==> src/bridge_pwm_consts.svh <==
`ifndef BRIDGE_PWM_CONSTS_SVH
`define BRIDGE_PWM_CONSTS_SVH

// register byte offsets on the apb bus
`define BP_ADDR_W 12
`define BP_CTRL_OFFSET 12'h000
`define BP_DEADBAND_OFFSET 12'h004
`define BP_PERIOD_OFFSET 12'h008
`define BP_DUTY_OFFSET 12'h00c
`define BP_STATUS_OFFSET 12'h010

// control register fields
`define BP_CTRL_EN_BIT 0
`define BP_CTRL_MODE_BIT 1
`define BP_CTRL_DIR_BIT 2
`define BP_CTRL_PRE_LSB 4
`define BP_CTRL_PRE_MSB 5

// status register fields
`define BP_STAT_MODDIR_BIT 0
`define BP_STAT_STATDIR_BIT 1
`define BP_STAT_STATE_LSB 2
`define BP_STAT_STATE_MSB 3
`define BP_STAT_TIMER_LSB 8
`define BP_STAT_TIMER_MSB 15
`define BP_STAT_OUT_LSB 16
`define BP_STAT_OUT_MSB 19

// reset values
`define BP_PRE_RESET 2'h0
`define BP_DEADBAND_RESET 7'h00
`define BP_PERIOD_RESET 8'hff
`define BP_DUTY_RESET 8'h00

// prescale terminal counts: divide by 1, 4 and 16 clocks
`define BP_PRE_DIV1_LAST 4'h0
`define BP_PRE_DIV4_LAST 4'h3
`define BP_PRE_DIV16_LAST 4'hf

`endif

==> src/bridge_pwm_pkg.sv <==
package bridge_pwm_pkg;

    typedef enum logic
    {
        MODE_HALF = 1'b0,
        MODE_FULL = 1'b1
    } bridge_mode_e;

    typedef enum logic
    {
        DIR_FWD = 1'b0,
        DIR_REV = 1'b1
    } direction_e;

    typedef enum logic [1:0]
    {
        ST_RUN = 2'b00,
        ST_PEND = 2'b01,
        ST_BLANK = 2'b10
    } steer_state_e;

endpackage

==> src/deadband_if.sv <==
`timescale 1ns/10ps

interface deadband_if #(parameter int CW = 7);
    logic request;
    logic enable;
    logic [CW-1:0] countVal;
    logic delayed;

    modport source
    (
        output request,
        output enable,
        output countVal,
        input delayed
    );

    modport unit
    (
        input request,
        input enable,
        input countVal,
        output delayed
    );
endinterface
==> src/bridge_pwm_steer.sv <==
`timescale 1ns/10ps
`include "bridge_pwm_consts.svh"

//Behaviour
// - half-bridge: output A carries the pwm, output B its complement
// - half-bridge: 7-bit dead-band delays each output's activation by that many cycles
// - dead-band at or above an output's high time in clocks, if that time is under a full period, keeps that delayed output inactive all period
// - full-bridge: one direction bit selects forward or reverse drive
// - a new direction takes effect from the next pwm period
// - pending change forces both modulated outputs inactive before period ends
// - pending change swaps the two static outputs before period ends
// - modulation restarts on the new modulated output at next period start
// - full-bridge applies no dead-band delay at all
// - full-bridge: one output modulated, the other direction output held on
// - forward to reverse: A and D drop as C rises, same cycle
// - direction may be written any time without corrupting the period
// - blanking lasts one period-timer count, prescale clocks long
module bridge_pwm_steer #(
    parameter int TIMER_W = 8,
    parameter int DB_W = 7
)
(
    input wire logic clk,
    input wire logic reset,
    input wire logic [`BP_ADDR_W-1:0] paddr,
    input wire logic psel,
    input wire logic penable,
    input wire logic pwrite,
    input wire logic [31:0] pwdata,
    output logic [31:0] prdata,
    output logic pready,
    output logic pslverr,
    output logic bridgeOutA,
    output logic bridgeOutB,
    output logic bridgeOutC,
    output logic bridgeOutD
);
    // software-visible configuration
    logic enable_reg;
    bridge_pwm_pkg::bridge_mode_e mode_reg;
    bridge_pwm_pkg::direction_e dirReq_reg;
    logic [1:0] prescale_reg;
    logic [DB_W-1:0] deadband_reg;
    logic [TIMER_W-1:0] period_reg;
    logic [TIMER_W-1:0] duty_reg;

    // timebase
    logic [3:0] preCnt_reg;
    logic [3:0] preCnt_next;
    logic [TIMER_W-1:0] timer_reg;
    logic [TIMER_W-1:0] timer_next;

    // steering state
    bridge_pwm_pkg::steer_state_e state_reg;
    bridge_pwm_pkg::steer_state_e state_next;
    bridge_pwm_pkg::direction_e staticDir_reg;
    bridge_pwm_pkg::direction_e staticDir_next;
    bridge_pwm_pkg::direction_e modDir_reg;
    bridge_pwm_pkg::direction_e modDir_next;

    // pins and bus read data
    logic outA_reg;
    logic outB_reg;
    logic outC_reg;
    logic outD_reg;
    logic [31:0] prdata_reg;
    logic [31:0] prdata_next;

    deadband_if #(.CW(DB_W)) dbA ();
    deadband_if #(.CW(DB_W)) dbB ();

    // terminal prescale count for a field value
    function automatic logic [3:0] prescaleLast(input logic [1:0] sel);
        case (sel)
            2'h0: prescaleLast = `BP_PRE_DIV1_LAST;
            2'h1: prescaleLast = `BP_PRE_DIV4_LAST;
            default: prescaleLast = `BP_PRE_DIV16_LAST;
        endcase
    endfunction

    // apb decode; the slave never inserts wait states
    wire logic setupPhase;
    wire logic accessPhase;
    wire logic hitCtrl;
    wire logic hitDeadband;
    wire logic hitPeriod;
    wire logic hitDuty;
    wire logic hitStatus;
    wire logic hitAny;
    wire logic writeStrobe;

    assign setupPhase = psel & ~penable;
    assign accessPhase = psel & penable;
    assign hitCtrl = (paddr == `BP_CTRL_OFFSET);
    assign hitDeadband = (paddr == `BP_DEADBAND_OFFSET);
    assign hitPeriod = (paddr == `BP_PERIOD_OFFSET);
    assign hitDuty = (paddr == `BP_DUTY_OFFSET);
    assign hitStatus = (paddr == `BP_STATUS_OFFSET);
    assign hitAny = hitCtrl | hitDeadband | hitPeriod | hitDuty | hitStatus;
    assign writeStrobe = accessPhase & pwrite & hitAny;
    assign pready = 1'b1;
    assign pslverr = accessPhase & ~hitAny;

    // prescaled period timer; the last count of a period is the blanking slot
    wire logic tick;
    wire logic lastCount;
    wire logic periodEnd;
    wire logic rawPwm;
    wire logic halfMode;
    wire logic fullMode;

    assign tick = (preCnt_reg == prescaleLast(prescale_reg));
    assign lastCount = (timer_reg == period_reg);
    assign periodEnd = tick & lastCount;
    assign rawPwm = enable_reg & (timer_reg < duty_reg);
    assign halfMode = enable_reg & (mode_reg == bridge_pwm_pkg::MODE_HALF);
    assign fullMode = enable_reg & (mode_reg == bridge_pwm_pkg::MODE_FULL);
    assign preCnt_next = (!enable_reg || tick) ? 4'h0 : preCnt_reg + 4'h1;
    assign timer_next = !enable_reg ? '0
                      : !tick ? timer_reg
                      : lastCount ? '0 : timer_reg + TIMER_W'(1);

    // direction change sequencer
    always_comb
    begin
        state_next = state_reg;
        staticDir_next = staticDir_reg;
        modDir_next = modDir_reg;
        if (!fullMode)
        begin
            // outside full-bridge the direction simply follows software
            state_next = bridge_pwm_pkg::ST_RUN;
            staticDir_next = dirReq_reg;
            modDir_next = dirReq_reg;
        end
        else
        begin
            case (state_reg)
                bridge_pwm_pkg::ST_RUN:
                begin
                    // a write only arms the change, the period runs on
                    if (dirReq_reg != modDir_reg)
                    begin
                        state_next = bridge_pwm_pkg::ST_PEND;
                    end
                end
                bridge_pwm_pkg::ST_PEND:
                begin
                    if (dirReq_reg == modDir_reg)
                    begin
                        state_next = bridge_pwm_pkg::ST_RUN; // written back, nothing to do
                    end
                    else if (timer_next == period_reg)
                    begin
                        // enter with the last count so blanking spans all of it
                        state_next = bridge_pwm_pkg::ST_BLANK;
                        staticDir_next = dirReq_reg;
                    end
                end
                bridge_pwm_pkg::ST_BLANK:
                begin
                    if (periodEnd)
                    begin
                        // new modulated output starts with the next period
                        state_next = bridge_pwm_pkg::ST_RUN;
                        modDir_next = staticDir_reg;
                    end
                end
                default:
                begin
                    state_next = bridge_pwm_pkg::ST_RUN;
                end
            endcase
        end
    end

    // dead-band units only delay in half-bridge mode
    assign dbA.request = halfMode & rawPwm;
    assign dbA.enable = halfMode;
    assign dbA.countVal = deadband_reg;
    assign dbB.request = halfMode & ~rawPwm; // complement
    assign dbB.enable = halfMode;
    assign dbB.countVal = deadband_reg;

    deadband_delay #(.CW(DB_W)) deadbandA
    (
        .clk(clk),
        .reset(reset),
        .db(dbA)
    );

    deadband_delay #(.CW(DB_W)) deadbandB
    (
        .clk(clk),
        .reset(reset),
        .db(dbB)
    );

    // full-bridge output selection
    wire logic blanking;
    wire logic fwdStatic;
    wire logic revStatic;
    wire logic fwdMod;
    wire logic revMod;
    wire logic outA_next;
    wire logic outB_next;
    wire logic outC_next;
    wire logic outD_next;

    assign blanking = (state_reg == bridge_pwm_pkg::ST_BLANK);
    assign fwdStatic = fullMode & (staticDir_reg == bridge_pwm_pkg::DIR_FWD);
    assign revStatic = fullMode & (staticDir_reg == bridge_pwm_pkg::DIR_REV);
    assign fwdMod = fullMode & (modDir_reg == bridge_pwm_pkg::DIR_FWD) & ~blanking;
    assign revMod = fullMode & (modDir_reg == bridge_pwm_pkg::DIR_REV) & ~blanking;

    // static and modulated outputs switch on the same edge
    assign outA_next = halfMode ? dbA.delayed : fwdStatic;
    assign outB_next = halfMode ? dbB.delayed : (revMod & rawPwm);
    assign outC_next = revStatic;
    assign outD_next = fwdMod & rawPwm;

    // read data is latched in the setup phase so it is stable in access
    always_comb
    begin
        prdata_next = 32'h0000_0000;
        if (hitCtrl)
        begin
            prdata_next[`BP_CTRL_EN_BIT] = enable_reg;
            prdata_next[`BP_CTRL_MODE_BIT] = mode_reg;
            prdata_next[`BP_CTRL_DIR_BIT] = dirReq_reg;
            prdata_next[`BP_CTRL_PRE_MSB:`BP_CTRL_PRE_LSB] = prescale_reg;
        end
        else if (hitDeadband)
        begin
            prdata_next[DB_W-1:0] = deadband_reg;
        end
        else if (hitPeriod)
        begin
            prdata_next[TIMER_W-1:0] = period_reg;
        end
        else if (hitDuty)
        begin
            prdata_next[TIMER_W-1:0] = duty_reg;
        end
        else if (hitStatus)
        begin
            prdata_next[`BP_STAT_MODDIR_BIT] = modDir_reg;
            prdata_next[`BP_STAT_STATDIR_BIT] = staticDir_reg;
            prdata_next[`BP_STAT_STATE_MSB:`BP_STAT_STATE_LSB] = state_reg;
            prdata_next[`BP_STAT_TIMER_MSB:`BP_STAT_TIMER_LSB] = 8'(timer_reg);
            prdata_next[`BP_STAT_OUT_MSB:`BP_STAT_OUT_LSB] =
                {outD_reg, outC_reg, outB_reg, outA_reg};
        end
    end

    // software registers; a write lands at the access edge only
    always_ff @(posedge clk)
    begin
        if (reset)
        begin
            enable_reg <= 1'b0;
            mode_reg <= bridge_pwm_pkg::MODE_HALF;
            dirReq_reg <= bridge_pwm_pkg::DIR_FWD;
            prescale_reg <= `BP_PRE_RESET;
        end
        else if (writeStrobe && hitCtrl)
        begin
            enable_reg <= pwdata[`BP_CTRL_EN_BIT];
            mode_reg <= bridge_pwm_pkg::bridge_mode_e'(pwdata[`BP_CTRL_MODE_BIT]);
            dirReq_reg <= bridge_pwm_pkg::direction_e'(pwdata[`BP_CTRL_DIR_BIT]);
            prescale_reg <= pwdata[`BP_CTRL_PRE_MSB:`BP_CTRL_PRE_LSB];
        end
    end

    // period figures, written at any time, used from the next compare
    always_ff @(posedge clk)
    begin
        if (reset)
        begin
            deadband_reg <= `BP_DEADBAND_RESET;
            period_reg <= `BP_PERIOD_RESET;
            duty_reg <= `BP_DUTY_RESET;
        end
        else if (writeStrobe)
        begin
            if (hitDeadband)
            begin
                deadband_reg <= pwdata[DB_W-1:0];
            end
            if (hitPeriod)
            begin
                period_reg <= pwdata[TIMER_W-1:0];
            end
            if (hitDuty)
            begin
                duty_reg <= pwdata[TIMER_W-1:0];
            end
        end
    end

    // timebase and steering state
    always_ff @(posedge clk)
    begin
        if (reset)
        begin
            preCnt_reg <= 4'h0;
            timer_reg <= '0;
            state_reg <= bridge_pwm_pkg::ST_RUN;
            staticDir_reg <= bridge_pwm_pkg::DIR_FWD;
            modDir_reg <= bridge_pwm_pkg::DIR_FWD;
        end
        else
        begin
            preCnt_reg <= preCnt_next;
            timer_reg <= timer_next;
            state_reg <= state_next;
            staticDir_reg <= staticDir_next;
            modDir_reg <= modDir_next;
        end
    end

    // output pins and read data registered, glitch free toward the drivers
    always_ff @(posedge clk)
    begin
        if (reset)
        begin
            outA_reg <= 1'b0;
            outB_reg <= 1'b0;
            outC_reg <= 1'b0;
            outD_reg <= 1'b0;
            prdata_reg <= 32'h0000_0000;
        end
        else
        begin
            outA_reg <= outA_next;
            outB_reg <= outB_next;
            outC_reg <= outC_next;
            outD_reg <= outD_next;
            if (setupPhase)
            begin
                prdata_reg <= prdata_next;
            end
        end
    end

    assign prdata = prdata_reg;
    assign bridgeOutA = outA_reg;
    assign bridgeOutB = outB_reg;
    assign bridgeOutC = outC_reg;
    assign bridgeOutD = outD_reg;
endmodule // bridge_pwm_steer

==> src/deadband_delay.sv <==
`timescale 1ns/10ps

module deadband_delay #(parameter int CW = 7)
(
    input wire logic clk,
    input wire logic reset,
    deadband_if.unit db
);
    logic reqPrev_reg;
    logic [CW-1:0] cnt_reg;
    logic [CW-1:0] cnt_next;
    logic out_reg;
    logic out_next;
    wire logic rise;
    wire logic expiring;

    // the counter reloads on every active-edge request
    assign rise = db.request & ~reqPrev_reg;
    assign expiring = (cnt_reg == CW'(1));
    assign cnt_next = rise ? db.countVal
                    : (cnt_reg != '0) ? cnt_reg - CW'(1) : cnt_reg;

    // falling request drops at once; only the rising edge is delayed
    assign out_next = !db.request ? 1'b0
                    : !db.enable ? 1'b1 // no delay when bypassed
                    : rise ? (db.countVal == '0)
                    : (out_reg | expiring); // asserts only if still requested

    // one register stage whether delayed or not keeps both paths aligned
    always_ff @(posedge clk)
    begin
        if (reset)
        begin
            reqPrev_reg <= 1'b0;
            cnt_reg <= '0;
            out_reg <= 1'b0;
        end
        else
        begin
            reqPrev_reg <= db.request;
            cnt_reg <= cnt_next;
            out_reg <= out_next;
        end
    end

    assign db.delayed = out_reg;
endmodule // deadband_delay

==> config.mk <==
export PLATFORM = sky130hd
export DESIGN_NAME = bridge_pwm_steer
export DESIGN_NICKNAME = d
export VERILOG_FILES = /design/src/bridge_pwm_pkg.sv /design/src/deadband_if.sv /design/src/bridge_pwm_steer.sv /design/src/deadband_delay.sv
export VERILOG_INCLUDE_DIRS = /design/src /design/src/src
export SDC_FILE = /design/constraint.sdc
export NUM_CORES = 1
export LEC_CHECK = 0
export ABC_AREA = 0
export ABC_CLOCK_PERIOD_IN_PS = 3000
export BUFFER_PORTS_ARGS = -buffer_cell sky130_fd_sc_hd__buf_2
export CAP_MARGIN = 10
export CORE_MARGIN = 3
export CORE_UTILIZATION = 40
export CTS_CLUSTER_SIZE = 12
export DETAILED_ROUTE_END_ITERATION = 8
export RECOVER_POWER = 50
export REMOVE_ABC_BUFFERS = 1
export SLEW_MARGIN = 30
export SYNTH_ARGS = -nofsm -noshare
export SYNTH_HDL_FRONTEND = slang
export SYNTH_SLANG_ARGS = --single-unit
==> constraint.sdc <==
create_clock -name clk -period 3 [get_ports clk]
set_input_delay 0.6 -clock clk [delete_from_list [all_inputs] [get_ports clk]]
set_output_delay 0.6 -clock clk [all_outputs]
set_load 0.02 [all_outputs]
==> flow_summary_export.csv <==
group,metric,value,unit
layout,num_antenna_cells,0,
timing,tightest_slew,883,ps
clock_tree,root_buffer,"clkbuf_16",
clock_tree,cts_hold_buf,0,
setup_path,worst_r2r_path_depth,9,
yosys,synth-compound-area-share,15.3,%
yosys,synthAdderAreaFrac,3.52,%
timing,worst_clock_skew,8.38,ps
route,vias,3867,
yosys,ys_warn_count,0,
route,dr.pass1.iters,4,
clock_tree,cts-resized-gates,0,
route,drt-initial-drc-count,257,
yosys,synthArstFlopShare,0,%
route,wl_per_cell,15.7,um
power,ir_drop,0.320,mV
timing,hold_viol,0,
floorplanning,die_x,114,um
grt,grt_use_total,18.1,%
power,switching_share,28.1,%
yosys,yosysSeqAreaShare,37.2,%
grt,antenna_found_initial,0,
timing,slew_violations,0,
power,p_clk_share,40.8,%
timing,period_needed,2780,ps
yosys,synth_top_family_by_area,"simple AND/OR/NAND/NOR gates",
route,ant_nets,0,
setup_path,path_class,"flip-flop to flip-flop",
power,seqPwrFrac,41.7,%
layout,area_delta_synth_final,13.9,%
timing,rsz0062_at_grt,"no",
floorplanning,ios,87,
power,netSwitchingPower,848,uW
setup_path,slowest_stage,"nor4b_1",
floorplanning,num_rows,38,
clock_tree,cts_setup_buffers,0,
clock_tree,htree_levels,3,
clock_tree,numCtsBuffers,9,
clock_tree,worstSkewPairLatency,340,ps
layout,largest_reg_flops,20,
placed_design,routabilityCongestion,0.867,
clock_tree,cts_tree,"done",
yosys,muxShareOfSynthArea,9.74,%
grt,grt_pass1_vias,3666,
timing,fmax,0.359,GHz
worst_hold_path,worstHoldPathCells,2,
clock_tree,cts_buffer_depth,2,
layout,drive_gt1_share,12.6,%
power,intPower,2.17,mW
route,viasPerCell,5.33,
power,p_leak,1.96,nW
yosys,synth_seq_cells,86,
power,p_per_area,573,mW/mm^2
floorplanning,die_h,114,um
yosys,synthCells,532,
layout,fill_cells,1096,
power,combPwrFrac,17.5,%
placed_design,place_area,0.00500,mm^2
timing,relSlewSlack,41.2,%
layout,design_area,0.00527,mm^2
floorplanning,initial_core_util,41.7,%
clock_tree,cts_sinks,86,
setup_path,crit_fanout,7,
setup_path,cp.required,3280,ps
floorplanning,coreArea,0.0111,mm^2
grt,grt_max_degree,62,
placed_design,port_buffers,49,
layout,nets,642,
floorplanning,dieArea,0.0129,mm^2
setup_path,arrival,3060,ps
route,wl,11.4,mm
yosys,synthFlopType,"dfxtp_1",
clock_tree,clkTransAtPathRegs,70,ps
yosys,synthSimpleGateAreaFrac,22.2,%
yosys,synth_cell_types,66,
grt,grt_pass1_wl,18.7,mm
run_status,status,"complete, no violations",
job,maxCapViolCount,0,
worst_hold_path,hold_class,"flip-flop to flip-flop",
route,drc,0,
yosys,synth_edf_count,0,
setup_path,path_cells,"and3_1, o21a_1, o211ai_2, nand2_1, nor4b_1, a31oi_1, a32o_1, o31ai_1, mux2i_1",
placed_design,dp_hpwl,8.32,mm
yosys,synth.avg_cell_area,8.69,um^2
timing,setup_tns,0,ps
grt,gr-total-overflow,0,
timing,fin_crit_sh,92.7,%
yosys,synth.cell_area,0.00462,mm^2
setup_path,end_kind,"flip-flop",
timing,setup_viol,0,
setup_path,slowest_delay,360,ps
yosys,synth_xor_area_share,5.74,%
setup_path,worstSetupStartpointType,"flip-flop",
## metal layers
metal  track usage [%]  vias up  wire [um]
met5                 0        -          0
met4              7.29        0        251
met3              2.86       17        637
met2              27.5       96       4990
met1              25.7     1814       5500
li1                  -     1940          -
## cells in the mapped netlist (2+ instances only)
| cell type | number | area share, % |
|---|---|---|
| a2111oi_4 | 2 | 1.2 |
| a211o_1 | 6 | 1.1 |
| a21o_1 | 5 | 0.81 |
| a21oi_1 | 33 | 3.6 |
| a22oi_1 | 3 | 0.49 |
| a2bb2oi_1 | 2 | 0.38 |
| and2_1 | 5 | 0.68 |
| and3_1 | 3 | 0.41 |
| buf_4 | 14 | 2.3 |
| clkbuf_1 | 23 | 1.9 |
| conb_1 | 2 | 0.16 |
| dfxtp_1 | 86 | 37 |
| ha_1 | 13 | 3.5 |
| inv_1 | 19 | 1.5 |
| mux2i_1 | 39 | 8.4 |
| nand2_1 | 48 | 3.9 |
| nand2b_1 | 6 | 0.81 |
| nand3_1 | 25 | 2.7 |
| nand3b_1 | 2 | 0.32 |
| nor2_1 | 54 | 4.4 |
| nor2b_1 | 10 | 1.4 |
| nor3_1 | 16 | 1.7 |
| nor3_2 | 3 | 0.65 |
| nor3b_1 | 2 | 0.32 |
| nor4_1 | 5 | 0.68 |
| nor4b_1 | 3 | 0.57 |
| o2111ai_2 | 2 | 0.65 |
| o211ai_1 | 8 | 1.3 |
| o21ai_0 | 18 | 1.9 |
| o21ai_2 | 2 | 0.38 |
| o22ai_1 | 3 | 0.41 |
| o31ai_1 | 2 | 0.32 |
| or3_1 | 12 | 1.6 |
| xnor2_1 | 10 | 1.9 |
| xor2_1 | 14 | 2.7 |
| xor2_2 | 2 | 0.70 |
## cell usage in the layout (no fill, tap or decap), types with 6 or more instances in the layout
cell type and instances:
a211o_1 6, a21oi_1 33, buf_2 23, buf_4 13, clkbuf_1 29, clkbuf_16 9, conb_1 13, dfxtp_1 86
ha_1 13, inv_1 19, mux2i_1 39, nand2_1 48, nand2b_1 6, nand3_1 25, nor2_1 54, nor2b_1 10
nor3_1 16, o211ai_1 8, o21ai_0 18, or3_1 12, xnor2_1 10, xor2_1 14
## power by group through the flow
stage                     sequential, mW  clock [mW]  combinational (mW)
after floorplan                     1.27           0               0.412
after global placement              1.28           0               0.519
after detailed placement            1.28           0               0.530
after CTS                           1.26        1.25               0.534
after global routing                1.27        1.30               0.609
final                               1.26        1.23               0.528
## kinds of logic after synthesis
group / after synthesis
and+or+nand+nor: 204
AOI/OAI and AO/OA: 99
DFF: 86
buffers and inverters: 59
muxes: 42
xor gates and xnor gates: 27
adders and majority gates: 13
other: 2
## layout make-up
type	count	area (um^2)	share of cell area (%)
Clock buffer	9	225	4.28
Clock inverter	7	103	1.95
Inverter	20	75.1	1.43
Multi-Input combinational cell	398	2650	50.2
Sequential cell	86	1720	32.7
Tap cell	140	175	3.33
Timing Repair Buffer	65	322	6.10
## final timing paths
kind                                               start  slack, ps                          to
worst max-delay path            preCnt_reg[1]$_SDFF_PP0_        220  staticDir_reg$_SDFFE_PP0P_
worst min-delay path             prdata[18]$_SDFFE_PP0P_        450     prdata[18]$_SDFFE_PP0P_
worst max register to register  preCnt_reg[1]$_SDFF_PP0_        220  staticDir_reg$_SDFFE_PP0P_
worst min register to register   prdata[18]$_SDFFE_PP0P_        450     prdata[18]$_SDFFE_PP0P_
## critical path, delay by kind of cell (launching register included)
family	cells	cell delay [ps]
muxes	1	220
AOI/OAI and AO/OA	5	1300
DFF	1	350
and+or+nand+nor	3	840
## stage by stage
step	power [mW]	cells	setup WS (ps)	utilization (%)	hold slack, ps
2_1_floorplan	1.68	504	-326	-	429
3_3_place_gp	1.80	709	319	45.2	437
3_5_place_dp	1.81	709	248	45.2	444
4_1_cts	3.05	725	237	48.1	453
5_1_grt	3.18	725	28.5	47.5	477
6_report	3.02	725	218	47.5	449
(Power assumes the default switching activity.)
